`src/include/mode_ctrl_pkg.sv`:
```
// Constants and types shared by the operating-mode controller.
// Assumes a 20 MHz system clock and a synchronous active-high reset.
`default_nettype none

package mode_ctrl_pkg;

	// ------------------------------------------------------------
	// Clock and timing
	// ------------------------------------------------------------
	localparam int unsigned CLK_HZ          = 20_000_000;
	localparam int unsigned STARTUP_BLINK_MS = 3000;
	localparam int unsigned WATCHDOG_MS     = 100;
	localparam int unsigned CYCLE_LIMIT_MIN_MS = 1;
	localparam int unsigned BLINK_HALF_MS   = 250;
	localparam int unsigned CYC_PER_MS      = CLK_HZ / 1000;
	localparam int unsigned STARTUP_BLINK_CYC = STARTUP_BLINK_MS * CYC_PER_MS;
	localparam int unsigned WATCHDOG_CYC    = WATCHDOG_MS * CYC_PER_MS;
	localparam int unsigned BLINK_HALF_CYC  = BLINK_HALF_MS * CYC_PER_MS;
	localparam int unsigned CYCLE_LIMIT_MIN_CYC = CYCLE_LIMIT_MIN_MS * CYC_PER_MS;
	localparam int unsigned TIMER_W         = 27;

	// ------------------------------------------------------------
	// Modes and cycle phases
	// ------------------------------------------------------------
	localparam int unsigned MAX_BREAKPOINTS = 3;
	localparam int unsigned MAX_STEP_BREAKPOINTS = 2;
	localparam int unsigned BP_COUNT_W      = 2;

	typedef enum logic [1:0] {
		MODE_STOP    = 2'h0,
		MODE_STARTUP = 2'h1,
		MODE_RUN     = 2'h2,
		MODE_HOLD    = 2'h3
	} op_mode_t;

	typedef enum logic [2:0] {
		PH_CLEAR_IN,
		PH_STARTUP,
		PH_CLEAR_OUT,
		PH_READ_IN,
		PH_EXEC,
		PH_WRITE_OUT
	} phase_t;

	// ------------------------------------------------------------
	// Analog safe values
	// ------------------------------------------------------------
	typedef enum logic [1:0] {
		AOUT_VOLT,
		AOUT_CUR_0_20,
		AOUT_CUR_4_20,
		AOUT_SUBST
	} aout_range_t;

	localparam int unsigned AOUT_W       = 16;
	localparam logic [15:0] AOUT_ZERO    = 16'h0000;
	localparam logic [15:0] AOUT_4MA     = 16'h1999;

endpackage : mode_ctrl_pkg

`default_nettype wire

```
`src/hdl/down_counter.sv`:
```
// Loadable down counter with a terminal-count flag.
// Assumes the synchronous reset and single clock of the controller.
`default_nettype none

module down_counter #(
	parameter int unsigned WIDTH = 27
) (
	input  wire logic             sys_clk, // System clock
	input  wire logic             rst,     // Synchronous reset
	input  wire logic             load,    // Load count value
	input  wire logic [WIDTH-1:0] value,   // Value loaded
	input  wire logic             run,     // Count enable
	output logic                  zero     // Count has reached zero
);

	logic [WIDTH-1:0] count_reg;
	logic [WIDTH-1:0] count_next;

	assign count_next = load ? value :
		(run && count_reg != '0) ? count_reg - 1'b1 : count_reg;

	always_ff @(posedge sys_clk) begin
		if (rst) begin
			count_reg <= '0;
		end else begin
			count_reg <= count_next;
		end
	end

	assign zero = (count_reg == '0);

endmodule : down_counter

`default_nettype wire

```
`src/hdl/plc_mode_ctrl.sv`:
```
// Operating-mode controller: stop, start-up, run and halt sequencing.
// Assumes program execution is done elsewhere and reported by strobes.
`default_nettype none

// Contract
// - exactly one of four modes held
// - stop keeps counters, timers, flags, images
// - stop: no execution, outputs locked, lamps
// - start-up: outputs locked, stop lamp off, unwatched
// - run lamp blinks at least three seconds
// - start-up completion enters run
// - run: lock released, run lamp on
// - run: timers active, image refreshed per cycle
// - at most three breakpoints
// - breakpoint halts; step or resume allowed
// - halt: run lamp blinks, stop lamp lit
// - halt: all execution stopped
// - halt: timers frozen, clock and links kept
// - halt: output lock asserted
// - more than two breakpoints refuse stepping
// - 100 ms watchdog forces defined stop
// - cycle limit at least 1 ms, forces stop
// - run to stop: lock, analog safe values
// - clear inputs, start-up, unlock, clear outputs
// - cycle: read inputs, execute, write outputs
// - overall reset erases user memory only
module plc_mode_ctrl
	import mode_ctrl_pkg::*;
(
	input  wire logic                 sys_clk,        // System clock
	input  wire logic                 rst,            // Sync reset
	input  wire logic                 run_request,    // Request run
	input  wire logic                 stop_request,   // Request stop
	input  wire logic                 startup_done,   // Start-up ended
	input  wire logic                 startup_error,  // Start-up failed
	input  wire logic                 phase_done,     // Phase ended
	input  wire logic                 bp_reached,     // Breakpoint hit
	input  wire logic [1:0]           bp_count,       // Breakpoints set
	input  wire logic                 bp_active,      // Breakpoints on
	input  wire logic                 step_request,   // Execute next
	input  wire logic                 resume_request, // Resume
	input  wire logic                 wdog_kick,      // Watchdog retrigger
	input  wire logic [TIMER_W-1:0]   cycle_limit,    // Cycle limit cycles
	input  wire logic                 overall_reset,  // Erase request
	input  wire aout_range_t          aout_range,     // Analog range
	input  wire logic [AOUT_W-1:0]    aout_subst,     // Substitute value
	input  wire logic [AOUT_W-1:0]    aout_prog,      // Program value
	output op_mode_t                  mode,           // Current mode
	output logic                      output_lock,    // Outputs inhibited
	output logic                      run_lamp,       // Run lamp
	output logic                      stop_lamp,      // Stop lamp
	output logic [AOUT_W-1:0]         aout_value,     // Analog output
	output logic                      exec_enable,    // Execution allowed
	output logic                      timers_enable,  // Program timers run
	output logic                      clear_input_image,  // Clear strobe
	output logic                      clear_output_image, // Clear strobe
	output logic                      read_input_image,   // Read level
	output logic                      run_cyclic_routine, // Execute level
	output logic                      write_output_image, // Write level
	output logic                      run_startup_routine, // Start-up level
	output logic                      step_granted,   // One statement
	output logic                      step_refused,   // Step refused
	output logic                      wdog_fault,     // Watchdog expired
	output logic                      cycle_fault,    // Cycle overrun
	output logic                      erase_user_mem  // Erase strobe
);

	// ------------------------------------------------------------
	// State
	// ------------------------------------------------------------
	op_mode_t mode_reg;
	op_mode_t mode_next;
	phase_t   phase_reg;
	phase_t   phase_next;
	logic     blink_reg;
	logic     blink_hold_reg;
	logic     blink_hold_next;
	logic     lamp_run_reg;
	logic     lamp_stop_reg;
	logic     lock_reg;
	logic [AOUT_W-1:0] aout_reg;
	logic [AOUT_W-1:0] aout_next;
	logic     step_grant_reg;
	logic     step_refuse_reg;
	logic     wdog_fault_reg;
	logic     cycle_fault_reg;
	logic     erase_reg;
	logic     first_cycle_reg;

	// ------------------------------------------------------------
	// Timers
	// ------------------------------------------------------------
	logic startup_min_zero;
	logic wdog_zero;
	logic cycle_zero;
	logic blink_zero;
	logic entering_startup;
	logic wdog_active;
	logic cycle_start;
	logic [TIMER_W-1:0] limit_eff;

	assign entering_startup = (mode_reg != MODE_STARTUP) &&
		(mode_next == MODE_STARTUP);
	// Start-up is not watched; halt suspends and rearms supervision
	assign wdog_active = (mode_reg == MODE_RUN);
	assign cycle_start = (mode_reg == MODE_RUN) &&
		(phase_reg == PH_WRITE_OUT) && phase_done;
	assign limit_eff = (cycle_limit < TIMER_W'(CYCLE_LIMIT_MIN_CYC)) ?
		TIMER_W'(CYCLE_LIMIT_MIN_CYC) : cycle_limit;

	down_counter #(.WIDTH(TIMER_W)) u_startup_min (
		.sys_clk (sys_clk),
		.rst     (rst),
		.load    (entering_startup),
		.value   (TIMER_W'(STARTUP_BLINK_CYC)),
		.run     (1'b1),
		.zero    (startup_min_zero)
	);

	down_counter #(.WIDTH(TIMER_W)) u_wdog (
		.sys_clk (sys_clk),
		.rst     (rst),
		.load    (!wdog_active || wdog_kick),
		.value   (TIMER_W'(WATCHDOG_CYC)),
		.run     (wdog_active),
		.zero    (wdog_zero)
	);

	down_counter #(.WIDTH(TIMER_W)) u_cycle (
		.sys_clk (sys_clk),
		.rst     (rst),
		.load    (!wdog_active || cycle_start),
		.value   (limit_eff),
		.run     (wdog_active),
		.zero    (cycle_zero)
	);

	down_counter #(.WIDTH(TIMER_W)) u_blink (
		.sys_clk (sys_clk),
		.rst     (rst),
		.load    (blink_zero),
		.value   (TIMER_W'(BLINK_HALF_CYC)),
		.run     (1'b1),
		.zero    (blink_zero)
	);

	// ------------------------------------------------------------
	// Mode sequencing
	// ------------------------------------------------------------
	logic wdog_expire;
	logic cycle_expire;
	logic fault_stop;
	logic step_ok;

	assign wdog_expire  = wdog_active && wdog_zero;
	assign cycle_expire = wdog_active && cycle_zero;
	assign fault_stop   = wdog_expire || cycle_expire;
	// Up to three breakpoints; stepping only with two or fewer
	assign step_ok = (bp_count <= BP_COUNT_W'(MAX_STEP_BREAKPOINTS));

	always_comb begin
		mode_next = mode_reg;
		unique case (mode_reg)
			MODE_STOP: begin
				if (run_request) begin
					mode_next = MODE_STARTUP;
				end
			end
			MODE_STARTUP: begin
				if (stop_request || startup_error) begin
					mode_next = MODE_STOP;
				end else if (phase_reg == PH_STARTUP && startup_done) begin
					mode_next = MODE_RUN;
				end
			end
			MODE_RUN: begin
				if (stop_request || fault_stop) begin
					mode_next = MODE_STOP;
				end else if (bp_active && bp_reached &&
					phase_reg == PH_EXEC) begin
					mode_next = MODE_HOLD;
				end
			end
			MODE_HOLD: begin
				if (stop_request) begin
					mode_next = MODE_STOP;
				end else if (resume_request ||
					(step_request && step_ok)) begin
					mode_next = MODE_RUN;
				end
			end
		endcase
	end

	// ------------------------------------------------------------
	// Cycle phases
	// ------------------------------------------------------------
	always_comb begin
		phase_next = phase_reg;
		if (mode_next == MODE_STOP) begin
			phase_next = PH_CLEAR_IN;
		end else if (entering_startup) begin
			phase_next = PH_CLEAR_IN;
		end else if (mode_reg == MODE_HOLD) begin
			phase_next = phase_reg;
		end else begin
			unique case (phase_reg)
				PH_CLEAR_IN:  phase_next = PH_STARTUP;
				PH_STARTUP: begin
					if (mode_next == MODE_RUN) begin
						phase_next = PH_CLEAR_OUT;
					end
				end
				PH_CLEAR_OUT: phase_next = PH_READ_IN;
				PH_READ_IN: begin
					if (phase_done) begin
						phase_next = PH_EXEC;
					end
				end
				PH_EXEC: begin
					if (phase_done && mode_next == MODE_RUN) begin
						phase_next = PH_WRITE_OUT;
					end
				end
				PH_WRITE_OUT: begin
					if (phase_done) begin
						phase_next = PH_READ_IN;
					end
				end
			endcase
		end
	end

	// ------------------------------------------------------------
	// Lamps, lock and analog safe value
	// ------------------------------------------------------------
	logic lamp_run_next;
	logic lamp_stop_next;
	logic lock_next;

	// Start-up blink survives an early exit until the minimum expires
	assign blink_hold_next = entering_startup ? 1'b1 :
		(startup_min_zero ? 1'b0 : blink_hold_reg);

	always_comb begin
		lamp_run_next  = 1'b0;
		lamp_stop_next = 1'b1;
		lock_next      = 1'b1;
		unique case (mode_next)
			MODE_STOP: begin
				lamp_run_next  = blink_hold_next && blink_reg;
				lamp_stop_next = 1'b1;
				lock_next      = 1'b1;
			end
			MODE_STARTUP: begin
				lamp_run_next  = blink_reg;
				lamp_stop_next = 1'b0;
				lock_next      = 1'b1;
			end
			MODE_RUN: begin
				lamp_run_next  = blink_hold_next ? blink_reg : 1'b1;
				lamp_stop_next = 1'b0;
				lock_next      = 1'b0;
			end
			MODE_HOLD: begin
				lamp_run_next  = blink_reg;
				lamp_stop_next = 1'b1;
				lock_next      = 1'b1;
			end
		endcase
	end

	always_comb begin
		aout_next = aout_prog;
		if (lock_next) begin
			unique case (aout_range)
				AOUT_VOLT:     aout_next = AOUT_ZERO;
				AOUT_CUR_0_20: aout_next = AOUT_ZERO;
				AOUT_CUR_4_20: aout_next = AOUT_4MA;
				AOUT_SUBST:    aout_next = aout_subst;
			endcase
		end
	end

	// ------------------------------------------------------------
	// Registers
	// ------------------------------------------------------------
	always_ff @(posedge sys_clk) begin
		if (rst) begin
			mode_reg       <= MODE_STOP;
			phase_reg      <= PH_CLEAR_IN;
			blink_reg      <= 1'b0;
			blink_hold_reg <= 1'b0;
			lamp_run_reg   <= 1'b0;
			lamp_stop_reg  <= 1'b1;
			lock_reg       <= 1'b1;
			aout_reg       <= AOUT_ZERO;
		end else begin
			mode_reg       <= mode_next;
			phase_reg      <= phase_next;
			blink_reg      <= blink_zero ? ~blink_reg : blink_reg;
			blink_hold_reg <= blink_hold_next;
			lamp_run_reg   <= lamp_run_next;
			lamp_stop_reg  <= lamp_stop_next;
			lock_reg       <= lock_next;
			aout_reg       <= aout_next;
		end
	end

	always_ff @(posedge sys_clk) begin
		if (rst) begin
			step_grant_reg  <= 1'b0;
			step_refuse_reg <= 1'b0;
			wdog_fault_reg  <= 1'b0;
			cycle_fault_reg <= 1'b0;
			erase_reg       <= 1'b0;
			first_cycle_reg <= 1'b0;
		end else begin
			step_grant_reg  <= (mode_reg == MODE_HOLD) && !stop_request &&
				!resume_request && step_request && step_ok;
			step_refuse_reg <= (mode_reg == MODE_HOLD) &&
				step_request && !step_ok;
			// Faults stay visible until the next start-up
			wdog_fault_reg  <= wdog_expire ||
				(wdog_fault_reg && !entering_startup);
			cycle_fault_reg <= cycle_expire ||
				(cycle_fault_reg && !entering_startup);
			// Only while stopped; card and address data are not touched
			erase_reg       <= overall_reset &&
				(mode_reg == MODE_STOP);
			first_cycle_reg <= (phase_next == PH_CLEAR_OUT);
		end
	end

	// ------------------------------------------------------------
	// Outputs
	// ------------------------------------------------------------
	// Image and counters are never cleared on stop entry
	assign mode                = mode_reg;
	assign output_lock         = lock_reg;
	assign run_lamp            = lamp_run_reg;
	assign stop_lamp           = lamp_stop_reg;
	assign aout_value          = aout_reg;
	assign exec_enable         = (mode_reg == MODE_RUN) ||
		(mode_reg == MODE_STARTUP);
	assign timers_enable       = (mode_reg == MODE_RUN);
	assign clear_input_image   = (mode_reg == MODE_STARTUP) &&
		(phase_reg == PH_CLEAR_IN);
	assign run_startup_routine = (mode_reg == MODE_STARTUP) &&
		(phase_reg == PH_STARTUP);
	assign clear_output_image  = first_cycle_reg;
	assign read_input_image    = (mode_reg == MODE_RUN) &&
		(phase_reg == PH_READ_IN);
	assign run_cyclic_routine  = (mode_reg == MODE_RUN) &&
		(phase_reg == PH_EXEC);
	assign write_output_image  = (mode_reg == MODE_RUN) &&
		(phase_reg == PH_WRITE_OUT);
	assign step_granted        = step_grant_reg;
	assign step_refused        = step_refuse_reg;
	assign wdog_fault          = wdog_fault_reg;
	assign cycle_fault         = cycle_fault_reg;
	assign erase_user_mem      = erase_reg;

endmodule : plc_mode_ctrl

`default_nettype wire

```
`config.mk`:
```
export PLATFORM = sky130hd
export DESIGN_NAME = plc_mode_ctrl
export DESIGN_NICKNAME = d
export VERILOG_FILES = /design/src/include/mode_ctrl_pkg.sv /design/src/hdl/down_counter.sv /design/src/hdl/plc_mode_ctrl.sv
export SDC_FILE = /design/constraint.sdc
export NUM_CORES = 1
export LEC_CHECK = 0
export ABC_AREA = 1
export CELL_PAD_IN_SITES_DETAIL_PLACEMENT = 1
export CELL_PAD_IN_SITES_GLOBAL_PLACEMENT = 2
export CORE_MARGIN = 2
export CORE_UTILIZATION = 38
export DETAILED_ROUTE_END_ITERATION = 10
export DONT_BUFFER_PORTS = 1
export PLACE_DENSITY_LB_ADDON = 0.1
export SETUP_SLACK_MARGIN = 0.2
export SYNTH_ARGS = -nofsm -noshare
export SYNTH_HDL_FRONTEND = slang
export SYNTH_SLANG_ARGS = --single-unit
export TNS_END_PERCENT = 1
```
`constraint.sdc`:
```
create_clock -name sys_clk -period 5.9 [get_ports sys_clk]
set_input_delay 1.77 -clock sys_clk [delete_from_list [all_inputs] [get_ports sys_clk]]
set_output_delay 1.77 -clock sys_clk [all_outputs]
set_load 0.03 [all_outputs]
```
==> impl_metrics.env <==
export IMPL_status="finished, final reports clean"
export IMPL_nNetsFinal=1239
export IMPL_synth_distinct_cells=49
export IMPL_fin_area_mm2=0.00863
export IMPL_ant_nets=0
export IMPL_path_delay_family="simple AND/OR/NAND/NOR gates"
export IMPL_synthCells=1153
export IMPL_drv_slew=0
export IMPL_cts_path_max_buffers=2
export IMPL_via_count=7333
export IMPL_p_switching_mw=2.17
export IMPL_ctsHoldBuffers=0
export IMPL_finalCritPeriodShare=0.728
export IMPL_drcViolationCount=0
export IMPL_ys_seq_area_frac=0.359
export IMPL_grt_pass1_vias=7643
export IMPL_placed_area_mm2=0.00804
export IMPL_arrival_ns=2.52
export IMPL_mostFrequentLayoutCells="220 x nor2_1, 203 x nand2_1, 140 x dfxtp_1"
export IMPL_dp_hpwl_mm=18.2
export IMPL_die_x_um=147
export IMPL_grt_antenna_before_repair=0
export IMPL_clock_skew_ns=0.0107
export IMPL_worstMarginPinSlew_ns=1.01
export IMPL_clkPwrFrac=0.235
export IMPL_insertion_delay_ns=0.43
export IMPL_path_cells="ha_1 > buf_4 > inv_2 > nor4_2"
export IMPL_overflow=0
export IMPL_utilization=0.428
export IMPL_ys_warn_count=0
export IMPL_grt_max_degree=43
export IMPL_max_slew_margin_rel=0.324
export IMPL_fmax_mhz=233
export IMPL_wl_mm=24.0
export IMPL_p_leak_nw=3.66
export IMPL_syn_area_mm2=0.00781
export IMPL_period_needed_ns=4.29
export IMPL_syn_avg_cell_area_um2=6.77
export IMPL_n_fill_cell=2631
export IMPL_die_area_mm2=0.0217
export IMPL_final_setup_worst_slack_ns=1.61
export IMPL_yosys_most_used_dff="dfxtp_1"
export IMPL_regToRegStartpoint="mode[1]"
export IMPL_worstSetupPathType="reg2out"
export IMPL_worstPathRequired_ns=4.13
export IMPL_finalSetupViolCount=0
export IMPL_power_frac_seq=0.321
export IMPL_endpoint_kind="output pin"
export IMPL_postCtsSetupBuffers=0
export IMPL_antenna_cells=0
export IMPL_die_height_um=147
export IMPL_synth_enable_flop_cells=0
export IMPL_path_max_fanout=7
export IMPL_path_clk_slew_ns=0.07
export IMPL_ir_drop_uv=198
export IMPL_worstSetupStartpointType="register"
export IMPL_tns_ns=0
export IMPL_num_io_pins=110
export IMPL_htreeDepth=4
export IMPL_rows=52
export IMPL_slowest_stage="nor4_2"
export IMPL_pwr_share_comb=0.444
export IMPL_synth_nets=1243
export IMPL_timing_max_cap_violations=0
export IMPL_root_buffer="clkbuf_16"
export IMPL_multi_input_area_mm2=0.00437
export IMPL_cts_num_sinks=140
export IMPL_first_pass_iters=4
export IMPL_coreArea_mm2=0.0202
export IMPL_grt_pass1_wl_mm=39.8
export IMPL_wl_per_cell_um=16.7
export IMPL_cp_slowest_stage_delay_ns=0.84
export IMPL_start_util=0.387
export IMPL_power_mw=4.68
export IMPL_drt_initial_drc_count=343
export IMPL_grt_setup_unrepaired="false"
export IMPL_worstSetupStartpoint="mode[1]"
export IMPL_io_buffers=0
export IMPL_pre_cts_ws_ns=1.82
export IMPL_grt_use_total=0.230
export IMPL_hold_violations=0
export IMPL_drive_gt1_frac=0.0964
export IMPL_p_per_area_mw_per_mm2=543
export IMPL_path_buf_inv=2
export IMPL_gp_congestion=0.816
export IMPL_cts_buffers=17
export IMPL_synthToLayoutAreaGrowth_pct=10.5
export IMPL_cts_resized=0
export IMPL_p_int_mw=2.51
export IMPL_regArea_mm2=0.00280
export IMPL_via_per_inst=5.12
export IMPL_synth_seq_cells=140
export IMPL_min_from="u_blink.count_reg[0]"
export IMPL_p_sw_frac=0.463
export IMPL_layout_commonest_cell="nor2_1"
export IMPL_synthArstFlopShare=0
export IMPL_hold_class="reg2reg"
export IMPL_cts_tree="built"
==> kinds of logic (layout without fill, tap and decap cells) <==
logic type | after synthesis | in the layout | share of synthesized area
and+or+nand+nor | 633 | 633 | 0.372
DFF | 140 | 140 | 0.359
buffers and inverters | 159 | 168 | 0.0825
xor gates and xnor gates | 45 | 45 | 0.0505
AOI/OAI and AO/OA | 162 | 162 | 0.114
adders and majority gates | 14 | 14 | 0.0224
==> per-layer routing <==
metal | share of wire | up-vias | global-route usage
li1 | - | 3725 | -
met1 | 0.47 | 3460 | 0.296
met2 | 0.47 | 126 | 0.389
met3 | 0.048 | 22 | 0.0578
met4 | 0.0091 | 0 | 0.0495
met5 | 0 | - | 0
==> final cells by class <==
| cell class | count | share of cell area |
|---|---|---|
| flip-flops and latches | 140 | 0.325 |
| repair buffers | 4 | 0.00348 |
| clock inverters | 15 | 0.0193 |
| well taps | 270 | 0.0391 |
| multi-input cells | 854 | 0.507 |
| clock buffers | 17 | 0.0493 |
| inverters | 132 | 0.0574 |
==> final timing paths <==
path                                 to  slack [ns]  cells after the start
max                  run_cyclic_routine        1.61                      4
min                u_blink.count_reg[0]        0.41                      1
max reg2reg  u_startup_min.count_reg[5]        2.17                     17
min reg2reg        u_blink.count_reg[0]        0.41                      1
==> power by group through the flow <==
stage	registers (mW)	logic (mW)	clock network (mW)
global placement	1.52	2.05	0
finish	1.50	2.08	1.10
detailed placement	1.52	2.08	0
global route	1.54	2.39	1.16
CTS	1.51	2.11	1.12
floorplan	1.44	1.64	0
==> through the flow <==
step	cells	hold WS (ns)
floorplan	1153	0.391
global placement	1400	0.404
detailed placement	1400	0.405
CTS	1432	0.414
global route	1432	0.436
finish	1432	0.412
==> cells in the mapped netlist, types with 13 or more instances <==
cell	count	area share
a21oi_1	74	0.047
nand3_1	84	0.054
xor2_1	25	0.028
o21ai_0	53	0.034
nand2_1	203	0.098
nand4_1	23	0.018
nor3_1	16	0.010
a31oi_1	13	0.010
nor2_2	25	0.020
ha_1	14	0.022
inv_1	120	0.058
xnor2_1	20	0.022
dfxtp_1	140	0.36
nor2_1	220	0.11
Power figures use the tool's default switching activity.
